==> src/design/phy_ctl_pkg.sv <==
/*
 holds constants, field layout and carrier types of the phy general and
 10base-t control block. assumes a 100 mhz core clock and a 32-bit axi4-lite
 master that issues one write and one read at a time.
*/
// Summary of operation
// - bit 15 of the general register enables automatic crossover, resets to 1, strap may override.
// - bit 14 forces crossed pairs, otherwise normal pair use.
// - read-only bit 13 gives pause-receive enable resolved from both adverts, full duplex only.
// - read-only bit 12 gives pause-transmit enable from the same resolution, full duplex only.
// - read-only bit 11 is 1 only while an autonegotiated 100 mb full-duplex link is up.
// - reserved bits of both registers ignore writes and read as zero.
// - bit 7 bypasses indicator pulse stretching so the indicator follows the raw signal.
// - bits 4:0 read the strapped port address, default 00001.
// - bit 13 of the 10base-t register selects the lower receive threshold.
// - bits 12:9 set the squelch threshold in 50 mv steps from 200 mv, reset zero.
// - bit 7 of the 10base-t register stops normal link pulses.
// - read-only bit 4 flags inverted polarity, mirrored outside, cleared by reading this register.
// - bit 0 of the 10base-t register disables jabber, 10base-t only.
package phy_ctl_pkg;
    localparam int CLK_HZ        = 100_000_000;
    localparam int STRETCH_MS    = 50;
    localparam int BLINK_MS      = 50;
    localparam int STRETCH_CYC   = CLK_HZ / 1000 * STRETCH_MS;
    localparam int BLINK_CYC     = CLK_HZ / 1000 * BLINK_MS;
    localparam int SQ_BASE_MV    = 200;
    localparam int SQ_STEP_MV    = 50;
    // register indices; byte address is four times the index
    localparam logic [7:0] IDX_GEN       = 8'h19;
    localparam logic [7:0] IDX_TEN       = 8'h1a;
    localparam logic [7:0] IDX_IRQ_STAT  = 8'h20;
    localparam logic [7:0] IDX_IRQ_MASK  = 8'h21;
    localparam int GEN_AUTO_X    = 15;
    localparam int GEN_FORCE_X   = 14;
    localparam int GEN_PAUSE_RX  = 13;
    localparam int GEN_PAUSE_TX  = 12;
    localparam int GEN_LINK_FD   = 11;
    localparam int GEN_BYPASS    = 7;
    localparam int GEN_INDICATOR_MODE_SELECT   = 5;
    localparam int TEN_LOW_TH    = 13;
    localparam int TEN_SQ_LO     = 9;
    localparam int TEN_NLP       = 7;
    localparam int TEN_POL       = 4;
    localparam int TEN_JAB       = 0;
    localparam int IRQ_POL       = 0;
    localparam int IRQ_LINK      = 1;
    localparam int IRQ_W         = 2;
    localparam logic       AUTO_X_RST    = 1'b1;
    localparam logic       INDICATOR_MODE_SELECT_RST   = 1'b0;
    localparam logic [4:0] PORT_ADDR_RST = 5'h01;
    localparam logic [3:0] SQUELCH_RST   = 4'h0;
    localparam logic [1:0] RESP_OKAY     = 2'h0;
    localparam logic [1:0] RESP_SLVERR   = 2'h2;
    // pause bits 11:10 of an advertisement word
    typedef struct packed {
        logic asm_dir;
        logic pause;
    } pause_adv_t;
    typedef struct packed {
        logic       auto_xover;
        logic       force_cross;
        logic       low_thresh;
        logic [3:0] squelch;
        logic       nlp_off;
        logic       jabber_off;
    } phy_cfg_t;
endpackage

==> src/design/phy_ctl.sv <==
/*
 axi4-lite register bank for the general phy control and 10base-t
 control registers, with indicator drive and an event interrupt.
 assumes straps are stable at reset release and all inputs are
 synchronous to aclk.
*/
`timescale 1ns/1ps
`default_nettype none
module phy_ctl
    import phy_ctl_pkg::*;
#(
    parameter int STRETCH_CYCLES = STRETCH_CYC,
    parameter int BLINK_CYCLES   = BLINK_CYC
)(
    input  wire logic        aclk,
    input  wire logic        aresetn,
    input  wire logic [11:0] s_axi_awaddr,
    input  wire logic        s_axi_awvalid,
    output logic             s_axi_awready,
    input  wire logic [31:0] s_axi_wdata,
    input  wire logic [3:0]  s_axi_wstrb,
    input  wire logic        s_axi_wvalid,
    output logic             s_axi_wready,
    output logic [1:0]       s_axi_bresp,
    output logic             s_axi_bvalid,
    input  wire logic        s_axi_bready,
    input  wire logic [11:0] s_axi_araddr,
    input  wire logic        s_axi_arvalid,
    output logic             s_axi_arready,
    output logic [31:0]      s_axi_rdata,
    output logic [1:0]       s_axi_rresp,
    output logic             s_axi_rvalid,
    input  wire logic        s_axi_rready,
    input  wire logic        strap_auto_xover,
    input  wire logic        strap_indicator_mode_select,
    input  wire logic [4:0]  strap_port_addr,
    input  wire pause_adv_t  local_advert_reg,
    input  wire pause_adv_t  partner_ability_reg,
    input  wire logic        hcd_full_duplex,
    input  wire logic        an_link_100fd,
    input  wire logic        polarity_inverted,
    input  wire logic        link_good,
    input  wire logic        activity,
    output phy_cfg_t         cfg,
    output logic             pause_rx_en,
    output logic             pause_tx_en,
    output logic             polarity_flag,
    output logic             link_indicator_output,
    output logic             irq
);
    if (STRETCH_CYCLES < 1 || BLINK_CYCLES < 2)
    begin : g_chk
        $error("phy_ctl: stretch or blink count too small");
    end

    // ------------------------------------------------------------
    // state
    // ------------------------------------------------------------
    logic             aw_got_r, aw_got_nxt;
    logic             w_got_r, w_got_nxt;
    logic [9:0]       waddr_r, waddr_nxt;
    logic [15:0]      wdata_r, wdata_nxt;
    logic [1:0]       wstrb_r, wstrb_nxt;
    logic             awready_nxt, wready_nxt, bvalid_nxt, arready_nxt, rvalid_nxt;
    logic [1:0]       bresp_nxt, rresp_nxt;
    logic [31:0]      rdata_nxt;
    logic             strap_done_r, strap_done_nxt;
    phy_cfg_t         cfg_nxt;
    logic             bypass_r, bypass_nxt;
    logic             indicator_mode_select_r, indicator_mode_select_nxt;
    logic [4:0]       port_address_r, port_address_nxt;
    logic             pol_nxt, prx_nxt, ptx_nxt;
    logic             link_fd_r, link_fd_nxt;
    logic [IRQ_W-1:0] irq_stat_r, irq_stat_nxt;
    logic [IRQ_W-1:0] irq_mask_r, irq_mask_nxt;
    logic             irq_nxt;
    logic [31:0]      stretch_cnt_r, stretch_cnt_nxt;
    logic [31:0]      blink_cnt_r, blink_cnt_nxt;
    logic             blink_ph_r, blink_ph_nxt;
    logic             led_nxt;

    // ------------------------------------------------------------
    // next-state logic
    // ------------------------------------------------------------
    always_comb
    begin
        logic [15:0] gen_rd;
        logic [15:0] ten_rd;
        logic [15:0] m;
        logic [15:0] wv;
        logic        do_wr;
        logic        act_s;
        logic [IRQ_W-1:0] ev;
        logic [IRQ_W-1:0] w1c;
        logic        rd_ten;
        logic        tx_res;
        logic        rx_res;
        gen_rd           = 16'h0000;
        ten_rd           = 16'h0000;
        m                = {{8{wstrb_r[1]}}, {8{wstrb_r[0]}}};
        wv               = wdata_r;
        do_wr            = aw_got_r && w_got_r && !s_axi_bvalid;
        ev               = '0;
        w1c              = '0;
        rd_ten           = 1'b0;
        act_s            = 1'b0;
        tx_res           = 1'b0;
        rx_res           = 1'b0;
        aw_got_nxt       = aw_got_r;
        w_got_nxt        = w_got_r;
        waddr_nxt        = waddr_r;
        wdata_nxt        = wdata_r;
        wstrb_nxt        = wstrb_r;
        bvalid_nxt       = s_axi_bvalid;
        bresp_nxt        = s_axi_bresp;
        rvalid_nxt       = s_axi_rvalid;
        rresp_nxt        = s_axi_rresp;
        rdata_nxt        = s_axi_rdata;
        strap_done_nxt   = 1'b1;
        cfg_nxt          = cfg;
        bypass_nxt       = bypass_r;
        indicator_mode_select_nxt      = indicator_mode_select_r;
        port_address_nxt = port_address_r;
        irq_mask_nxt     = irq_mask_r;

        // straps land one cycle after release, reset values until then
        if (!strap_done_r)
        begin
            cfg_nxt.auto_xover = strap_auto_xover;
            indicator_mode_select_nxt        = strap_indicator_mode_select;
            port_address_nxt   = strap_port_addr;
        end

        // read views; unused bits stay zero
        gen_rd[GEN_AUTO_X]   = cfg.auto_xover;
        gen_rd[GEN_FORCE_X]  = cfg.force_cross;
        gen_rd[GEN_PAUSE_RX] = pause_rx_en;
        gen_rd[GEN_PAUSE_TX] = pause_tx_en;
        gen_rd[GEN_LINK_FD]  = link_fd_r;
        gen_rd[GEN_BYPASS]   = bypass_r;
        gen_rd[GEN_INDICATOR_MODE_SELECT]  = indicator_mode_select_r;
        gen_rd[4:0]          = port_address_r;
        ten_rd[TEN_LOW_TH]   = cfg.low_thresh;
        ten_rd[TEN_SQ_LO+:4] = cfg.squelch;
        ten_rd[TEN_NLP]      = cfg.nlp_off;
        ten_rd[TEN_POL]      = polarity_flag;
        ten_rd[TEN_JAB]      = cfg.jabber_off;

        // write channels, taken in either order
        if (s_axi_awvalid && s_axi_awready)
        begin
            aw_got_nxt = 1'b1;
            waddr_nxt  = s_axi_awaddr[11:2];
        end
        if (s_axi_wvalid && s_axi_wready)
        begin
            w_got_nxt = 1'b1;
            wdata_nxt = s_axi_wdata[15:0];
            wstrb_nxt = s_axi_wstrb[1:0];
        end
        if (s_axi_bvalid && s_axi_bready)
        begin
            bvalid_nxt = 1'b0;
        end
        if (do_wr)
        begin
            aw_got_nxt = 1'b0;
            w_got_nxt  = 1'b0;
            bvalid_nxt = 1'b1;
            bresp_nxt  = RESP_OKAY;
            // only writable bits are touched, the rest ignore writes
            if (waddr_r == {2'b00, IDX_GEN})
            begin
                if (m[GEN_AUTO_X])   cfg_nxt.auto_xover  = wv[GEN_AUTO_X];
                if (m[GEN_FORCE_X])  cfg_nxt.force_cross = wv[GEN_FORCE_X];
                if (m[GEN_BYPASS])   bypass_nxt          = wv[GEN_BYPASS];
                if (m[GEN_INDICATOR_MODE_SELECT])  indicator_mode_select_nxt         = wv[GEN_INDICATOR_MODE_SELECT];
            end
            else if (waddr_r == {2'b00, IDX_TEN})
            begin
                if (m[TEN_LOW_TH])   cfg_nxt.low_thresh  = wv[TEN_LOW_TH];
                if (m[TEN_SQ_LO+3])  cfg_nxt.squelch[3]  = wv[TEN_SQ_LO+3];
                if (m[TEN_SQ_LO])    cfg_nxt.squelch[2:0] = wv[TEN_SQ_LO+:3];
                if (m[TEN_NLP])      cfg_nxt.nlp_off     = wv[TEN_NLP];
                if (m[TEN_JAB])      cfg_nxt.jabber_off  = wv[TEN_JAB];
            end
            else if (waddr_r == {2'b00, IDX_IRQ_STAT})
            begin
                w1c = wv[IRQ_W-1:0] & m[IRQ_W-1:0];
            end
            else if (waddr_r == {2'b00, IDX_IRQ_MASK})
            begin
                if (m[0]) irq_mask_nxt = wv[IRQ_W-1:0];
            end
            else
            begin
                bresp_nxt = RESP_SLVERR;
            end
        end
        awready_nxt = !aw_got_nxt && !bvalid_nxt;
        wready_nxt  = !w_got_nxt && !bvalid_nxt;

        // read channel, data one cycle after the address is taken
        if (s_axi_rvalid && s_axi_rready)
        begin
            rvalid_nxt = 1'b0;
        end
        if (s_axi_arvalid && s_axi_arready)
        begin
            rvalid_nxt = 1'b1;
            rresp_nxt  = RESP_OKAY;
            rdata_nxt  = 32'h0000_0000;
            if (s_axi_araddr[11:2] == {2'b00, IDX_GEN})
            begin
                rdata_nxt[15:0] = gen_rd;
            end
            else if (s_axi_araddr[11:2] == {2'b00, IDX_TEN})
            begin
                rdata_nxt[15:0] = ten_rd;
                rd_ten          = 1'b1;
            end
            else if (s_axi_araddr[11:2] == {2'b00, IDX_IRQ_STAT})
            begin
                rdata_nxt[IRQ_W-1:0] = irq_stat_r;
            end
            else if (s_axi_araddr[11:2] == {2'b00, IDX_IRQ_MASK})
            begin
                rdata_nxt[IRQ_W-1:0] = irq_mask_r;
            end
            else
            begin
                rresp_nxt = RESP_SLVERR;
            end
        end
        arready_nxt = !rvalid_nxt;

        // a detection in the clearing read's cycle survives
        pol_nxt = polarity_inverted || (polarity_flag && !rd_ten);

        // pause resolution, gated by full-duplex common mode
        tx_res = (local_advert_reg.pause && partner_ability_reg.pause) ||
                 (!local_advert_reg.pause && local_advert_reg.asm_dir &&
                  partner_ability_reg.pause && partner_ability_reg.asm_dir);
        rx_res = (local_advert_reg.pause && partner_ability_reg.pause) ||
                 (local_advert_reg.pause && local_advert_reg.asm_dir &&
                  !partner_ability_reg.pause && partner_ability_reg.asm_dir);
        prx_nxt = hcd_full_duplex && rx_res;
        ptx_nxt = hcd_full_duplex && tx_res;
        link_fd_nxt = an_link_100fd;

        // events: new polarity detection, 100fd link coming up
        ev[IRQ_POL]  = polarity_inverted && !polarity_flag;
        ev[IRQ_LINK] = an_link_100fd && !link_fd_r;
        irq_stat_nxt = ev | (irq_stat_r & ~w1c);
        irq_nxt      = |(irq_stat_nxt & irq_mask_nxt);

        // indicator: stretch activity unless bypassed
        stretch_cnt_nxt = stretch_cnt_r;
        if (activity)
        begin
            stretch_cnt_nxt = 32'(STRETCH_CYCLES);
        end
        else if (stretch_cnt_r != 32'h0000_0000)
        begin
            stretch_cnt_nxt = stretch_cnt_r - 32'h0000_0001;
        end
        act_s = bypass_r ? activity : (activity || stretch_cnt_r != 32'h0000_0000);
        // blink divider free-runs; phase flips on each enable pulse
        blink_cnt_nxt = blink_cnt_r + 32'h0000_0001;
        blink_ph_nxt  = blink_ph_r;
        if (blink_cnt_r == 32'(BLINK_CYCLES - 1))
        begin
            blink_cnt_nxt = 32'h0000_0000;
            blink_ph_nxt  = !blink_ph_r;
        end
        if (indicator_mode_select_r)
        begin
            led_nxt = link_good;
        end
        else
        begin
            led_nxt = link_good && !(act_s && blink_ph_r);
        end
    end

    // ------------------------------------------------------------
    // registers
    // ------------------------------------------------------------
    always_ff @(posedge aclk)
    begin
        if (!aresetn)
        begin
            aw_got_r              <= 1'b0;
            w_got_r               <= 1'b0;
            waddr_r               <= '0;
            wdata_r               <= 16'h0000;
            wstrb_r               <= 2'h0;
            s_axi_awready         <= 1'b0;
            s_axi_wready          <= 1'b0;
            s_axi_bvalid          <= 1'b0;
            s_axi_bresp           <= RESP_OKAY;
            s_axi_arready         <= 1'b0;
            s_axi_rvalid          <= 1'b0;
            s_axi_rresp           <= RESP_OKAY;
            s_axi_rdata           <= 32'h0000_0000;
            strap_done_r          <= 1'b0;
            cfg.auto_xover        <= AUTO_X_RST;
            cfg.force_cross       <= 1'b0;
            cfg.low_thresh        <= 1'b0;
            cfg.squelch           <= SQUELCH_RST;
            cfg.nlp_off           <= 1'b0;
            cfg.jabber_off        <= 1'b0;
            bypass_r              <= 1'b0;
            indicator_mode_select_r             <= INDICATOR_MODE_SELECT_RST;
            port_address_r        <= PORT_ADDR_RST;
            polarity_flag         <= 1'b0;
            pause_rx_en           <= 1'b0;
            pause_tx_en           <= 1'b0;
            link_fd_r             <= 1'b0;
            irq_stat_r            <= '0;
            irq_mask_r            <= '0;
            irq                   <= 1'b0;
            stretch_cnt_r         <= 32'h0000_0000;
            blink_cnt_r           <= 32'h0000_0000;
            blink_ph_r            <= 1'b0;
            link_indicator_output <= 1'b0;
        end
        else
        begin
            aw_got_r              <= aw_got_nxt;
            w_got_r               <= w_got_nxt;
            waddr_r               <= waddr_nxt;
            wdata_r               <= wdata_nxt;
            wstrb_r               <= wstrb_nxt;
            s_axi_awready         <= awready_nxt;
            s_axi_wready          <= wready_nxt;
            s_axi_bvalid          <= bvalid_nxt;
            s_axi_bresp           <= bresp_nxt;
            s_axi_arready         <= arready_nxt;
            s_axi_rvalid          <= rvalid_nxt;
            s_axi_rresp           <= rresp_nxt;
            s_axi_rdata           <= rdata_nxt;
            strap_done_r          <= strap_done_nxt;
            cfg                   <= cfg_nxt;
            bypass_r              <= bypass_nxt;
            indicator_mode_select_r             <= indicator_mode_select_nxt;
            port_address_r        <= port_address_nxt;
            polarity_flag         <= pol_nxt;
            pause_rx_en           <= prx_nxt;
            pause_tx_en           <= ptx_nxt;
            link_fd_r             <= link_fd_nxt;
            irq_stat_r            <= irq_stat_nxt;
            irq_mask_r            <= irq_mask_nxt;
            irq                   <= irq_nxt;
            stretch_cnt_r         <= stretch_cnt_nxt;
            blink_cnt_r           <= blink_cnt_nxt;
            blink_ph_r            <= blink_ph_nxt;
            link_indicator_output <= led_nxt;
        end
    end
endmodule
`default_nettype wire

==> config.mk <==
export PLATFORM = sky130hd
export DESIGN_NAME = phy_ctl
export DESIGN_NICKNAME = d
export VERILOG_FILES = /design/src/design/phy_ctl_pkg.sv /design/src/design/phy_ctl.sv
export SDC_FILE = /design/constraint.sdc
export NUM_CORES = 1
export LEC_CHECK = 0
export BUFFER_PORTS_ARGS = -buffer_cell sky130_fd_sc_hd__buf_2
export CAP_MARGIN = 30
export CELL_PAD_IN_SITES_DETAIL_PLACEMENT = 1
export CELL_PAD_IN_SITES_GLOBAL_PLACEMENT = 1
export CORE_MARGIN = 8
export CORE_UTILIZATION = 40
export CTS_BUF_LIST = sky130_fd_sc_hd__clkbuf_16
export CTS_CLUSTER_SIZE = 10
export DETAILED_ROUTE_END_ITERATION = 16
export PLACE_DENSITY_LB_ADDON = 0.1
export SYNTH_ARGS = -nofsm -noshare
export SYNTH_HDL_FRONTEND = slang
export SYNTH_SLANG_ARGS = --single-unit
==> constraint.sdc <==
create_clock -name aclk -period 3 [get_ports aclk]
set_input_delay 0.75 -clock aclk [delete_from_list [all_inputs] [get_ports aclk]]
set_output_delay 0.75 -clock aclk [all_outputs]
set_load 0.01 [all_outputs]
# Yosys cells after proc, flatten, opt, wreduce, memory -nomap -nowiden
# Index checks and enable logic that the tools add are counted.
word_totals:
  regBits: 147
  inputBits: 83
  out_inout_bits: 55
classes:
  n_addsub: 2
  eq_ne: 9
  n_mux: 55
  bitwise_logic: 7
  n_reduce_logical: 48
ops:
  columns: ["operator", "n"]
  rows:
  - ["two-way mux 23 bit", 2]
  - ["two-way mux 2 bit", 22]
  - ["equality test 10 x 5 -> 1 bit, second input constant", 4]
  - ["equality test 10 x 6 -> 1 bit, second input constant", 4]
  - ["adder 32 x 1 -> 32 bit, second input constant", 1]
  - ["equality test 32 x 23 -> 1 bit, second input constant", 1]
  - ["nonzero test 32 bit", 1]
  - ["subtractor 32 x 1 -> 32 bit, second input constant", 1]
  - ["two-way mux 1 bit", 25]
  - ["logical AND 1 bit", 23]
  - ["two-way mux 16 bit", 1]
  - ["two-way mux 7 bit", 2]
  - ["zero test 1 bit", 12]
  - ["two-way mux 12 bit", 1]
  - ["two-way mux 9 bit", 1]
  - ["AND reduction 4 bit", 2]
  - ["bitwise AND 2 bit", 3]
  - ["AND reduction 3 bit", 2]
  - ["OR reduction 2 bit", 3]
  - ["logical OR 1 bit", 4]
  - ["two-way mux 3 bit", 1]
  - ["NOT 1 bit", 2]
  - ["NOT 2 bit", 1]
  - ["OR 2 bit", 1]
  - ["nonzero test 2 bit", 1]

# Depth between registers and ports, before layout
logic_depth:
  ltp_word: 10
  mapped_depth: 9

# Worst setup path before layout
# No wires, ideal clock.
synth_timing:
  path_type: "register to register"
  startpoint: "register stretch_cnt_r[0]"
  endpoint: "register stretch_cnt_r[19]"
  setup_time_ns: 0.131
  t_arrival_ns: 2.226
  t_required_ns: 2.869
  slack_ns: 0.643
  stages_incl_launch_ff: 9
  n_path_buf: 1
  cell_sequence: "dfxtp_1 -> inv_1 -> ha_1 -> or4b_2 -> or4_4 -> buf_6 -> or3_4 -> nor3_1 -> a311oi_1"
synth_between:
  elab_chain_cells: 3
  word_cells_on_any_way: 5
  cone_classes: "1 x add/sub; 2 x mux; 2 x reduce/logical"
synth_lines:
  columns: ["element", "line_no", "rtl"]
  rows:
  - ["start: declaration", "phy_ctl.sv:77", "logic [31:0] stretch_cnt_r, stretch_cnt_nxt;"]
  - ["start signal: assignment", "phy_ctl.sv:355", "stretch_cnt_r <= stretch_cnt_nxt;"]
  - ["subtractor 32 x 1 -> 32 bit", "phy_ctl.sv:265", "stretch_cnt_nxt = stretch_cnt_r - 32'h0000_0001;"]
  - ["two-way mux 23 bit", "phy_ctl.sv:263", "else if (stretch_cnt_r != 32'h0000_0000)"]
  - ["two-way mux 23 bit", "phy_ctl.sv:259", "if (activity)"]
# Parallel ways exist; a longest one is shown, timed or not. The select of a mux whose other input is x is not followed.
# A chain may end at the register's enable or synchronous reset.

# Worst setup path in the final report
# Same ends and word-level chain as after synthesis.

==> results.json <==
{
  "fp.dieH_um": 139,
  "synth_compound_area_share_pct": 10.4,
  "gp_congestion": 0.802,
  "cts.sink_count": 138,
  "path_cells": "inv_1 -> ha_1 -> or4b_2 -> or4_4 -> or3_4 -> nor3_1 -> a311oi_1",
  "synth-seq-cells": 138,
  "cts_buffers": 17,
  "start_util_pct": 40.4,
  "antenna_left": 0,
  "clkLatencyLatePin_ns": 0.42,
  "wl_mm": 16.5,
  "cts_buffer_depth": 2,
  "drive_gt1_share_pct": 18.3,
  "h-tree-depth": 4,
  "antennaDiodeCount": 0,
  "startpoint_type": "flop",
  "dpl.hpwl_mm": 11.9,
  "drtPass1Iterations": 4,
  "nets": 873,
  "track_usage_pct": 17.5,
  "max_freq_ghz": 0.390,
  "cts_root_buffer": "clkbuf_16",
  "synth_simple_gate_area_share_pct": 27.6,
  "yosysWarnings": 0,
  "fin_crit_sh_pct": 85.4,
  "grt_pass1_wl_mm": 28.0,
  "path_buf_inv": 1,
  "worst_ep_arrival_time_ns": 2.84,
  "path_class": "flop to flop",
  "synthCells": 705,
  "drcViolationCount": 0,
  "cellLeakagePower_nw": 2.87,
  "tightest_slew_ns": 0.659,
  "cts_hold_buffers": 0,
  "final_cells": 986,
  "cts_tree": "yes",
  "hold_end": "blink_cnt_r[0]$_SDFF_PP0_",
  "power_mw": 4.40,
  "drt_iter0_drc": 181,
  "whs_ns": 0.449,
  "reg2reg_depth": 7,
  "synth_edf_count": 0,
  "async_reset_ff_share_pct": 0,
  "fin_crit_ns": 2.56,
  "antenna_found_initial": 0,
  "ys.flop_type": "dfxtp_1",
  "hold_depth": 1,
  "path_clk_slew_ns": 0.06,
  "r2r_setup_slack_ns": 0.44,
  "slowest_delay_ns": 0.59,
  "synthMuxAreaShare_pct": 3.54,
  "row_count": 45,
  "grt_pass1_vias": 5567,
  "hold_path_class": "flop to flop",
  "status": "completed",
  "power.density_nw_per_um2": 614,
  "relSlewSlack_pct": 56.1,
  "die_area_um2": 19400,
  "worstHoldStart": "blink_cnt_r[0]$_SDFF_PP0_",
  "crit_path_top_delay_cell": "or4_4",
  "dp_cells": 956,
  "vdd_drop_max_mv": 0.427,
  "grt_max_degree": 33,
  "synth.cell_area_um2": 6080,
  "crit_fanout": 19,
  "finalMaxSlewViolations": 0,
  "skew_ns": 0.00570,
  "post_cts_resized": 0,
  "vias_per_cell": 5.34,
  "synth_top_family_by_area": "simple AND/OR/NAND/NOR gates",
  "maxCapViolations": 0,
  "coreArea_um2": 15000,
  "yosysSeqAreaShare_pct": 45.5,
  "critical_path.top_delay_family": "simple AND/OR/NAND/NOR gates",
  "setup_violations": 0,
  "yosys.area_share.adder_pct": 0.618,
  "worstSetupEndpointType": "flop",
  "area_growth_pct": 17.9,
  "routedWlPerCell_um": 16.8,
  "n_fill_cell": 1810,
  "r2r-start": "stretch_cnt_r[0]$_SDFFE_PP0P_",
  "cp_data_required_time_ns": 3.28,
  "fin_setup_tns_ns": 0,
  "io_pins": 138,
  "reg2reg_to": "stretch_cnt_r[19]$_SDFFE_PN0N_",
  "synthXorXnorAreaFrac_pct": 6.63,
  "grt_overflow": 0,
  "finalHoldViolations": 0,
  "synth_area_per_cell_um2": 8.62,
  "post-cts-setup-buffer-count": 0,
  "dr_total_vias": 5264,
  "yosysUniqueCellTypes": 57,
  "die_w_um": 139,
  "port_buffers": 90,
  "rsz0062_at_grt": "false"
}
## cells in the final DEF (no fill, tap or decap), types with 4 or more instances in the layout
master	Yosys	final
nor2_1	91	91
conb_1	1	20
a21oi_1	48	48
nor4_1	14	14
and2_1	11	11
clkbuf_16	0	17
clkinv_2	0	4
nand4_1	16	16
a31oi_1	4	4
mux2_2	4	4
and3_1	5	5
clkinv_1	0	5
inv_1	13	13
nand3b_1	4	4
nor3_1	20	20
buf_4	20	9
xnor2_1	25	25
nand2_1	79	79
buf_2	3	90
o211ai_1	6	6
and4_1	4	4
xor2_1	21	21
a221oi_1	7	7
or3_1	10	10
or4_1	12	12
nand3_1	28	28
or2_2	4	4
o31ai_1	5	5
nor3b_1	6	6
dfxtp_1	138	138
nand2b_1	4	4
mux2i_1	17	17
o21ai_0	13	13
## state kept, by name, summed over array words and instances (netlist names), 2 cells and up
name,count
blink_cnt_r,32
stretch_cnt_r,32
s_axi_rdata,14
wdata_r,11
waddr_r,10
cfg,9
port_address_r,5
irq_mask_r,2
irq_stat_r,2
wstrb_r,2
## worst reg2reg max path, cell delays in order (launching register included)
cell and delay (ns):
dfxtp_1 0.30, inv_1 0.11, ha_1 0.15, or4b_2 0.57, or4_4 0.59, or3_4 0.46
nor3_1 0.16, a311oi_1 0.08
## worst max path at each step
stage / start / endpoint / slack [ns] / cells past startpoint
after floorplan: stretch_cnt_r[0]$_SDFFE_PP0P_ / stretch_cnt_r[19]$_SDFFE_PN0N_ / 0.64 / 8
after global placement: stretch_cnt_r[0]$_SDFFE_PP0P_ / stretch_cnt_r[19]$_SDFFE_PN0N_ / 0.49 / 7
after detailed placement: stretch_cnt_r[0]$_SDFFE_PP0P_ / stretch_cnt_r[19]$_SDFFE_PN0N_ / 0.46 / 7
after CTS: stretch_cnt_r[0]$_SDFFE_PP0P_ / stretch_cnt_r[19]$_SDFFE_PN0N_ / 0.44 / 7
after global routing: stretch_cnt_r[0]$_SDFFE_PP0P_ / stretch_cnt_r[10]$_SDFFE_PP0P_ / 0.33 / 7
final: stretch_cnt_r[0]$_SDFFE_PP0P_ / stretch_cnt_r[19]$_SDFFE_PN0N_ / 0.44 / 7
## cells in the mapped netlist (13+ instances only)
cell | n | area share (%)
dfxtp_1 | 138 | 45
nor2_1 | 91 | 5.6
nand2_1 | 79 | 4.9
a21oi_1 | 48 | 4.0
nand3_1 | 28 | 2.3
clkbuf_1 | 25 | 1.5
xnor2_1 | 25 | 3.6
xor2_1 | 21 | 3.0
buf_4 | 20 | 2.5
nor3_1 | 20 | 1.6
mux2i_1 | 17 | 2.8
nand4_1 | 16 | 1.6
nor4_1 | 14 | 1.4
inv_1 | 13 | 0.80
o21ai_0 | 13 | 1.1
## logic make-up after synthesis
family / after synthesis
AND/OR/NAND/NOR: 327
adder cells (fa/ha/maj): 3
other: 1
XOR/XNOR: 46
AO/OA/AOI/OAI: 101
flip-flops: 138
buffers and inverters: 68
multiplexers: 21
## power breakdown
part / leakage, nW / switching (mW) / internal [mW]
clock: 0.279 / 0.760 / 1.27
combinational: 1.47 / 0.254 / 0.157
sequential: 1.12 / 0.0543 / 1.90
total: 2.87 / 1.07 / 3.33
## final cells by class
type                    count  area [um^2]  area share, %
inverters                  13         48.8          0.681
repair buffers             99          518           7.23
multi-input cells         518         3040           42.4
well taps                 188          235           3.28
clock inverters            13          136           1.90
flip-flops and latches    138         2760           38.6
clock buffers              17          425           5.94
## through the flow
| stage | setup slack, ns | util [%] | instance area, um^2 |
|---|---|---|---|
| global placement | 0.495 | 43.9 | 6600 |
| finish | 0.438 | 47.6 | 7160 |
| CTS | 0.441 | 47.6 | 7160 |
| global route | 0.332 | 47.6 | 7160 |
| detailed placement | 0.456 | 43.9 | 6600 |
| floorplan | 0.643 | - | 6150 |
## per-layer routing
metal	global-route usage [%]	wire, um
met5	0	0
met4	6.12	278
met3	4.96	739
met2	30.2	8160
met1	20.4	7350
No activity file was read; power rests on OpenSTA's default activity.
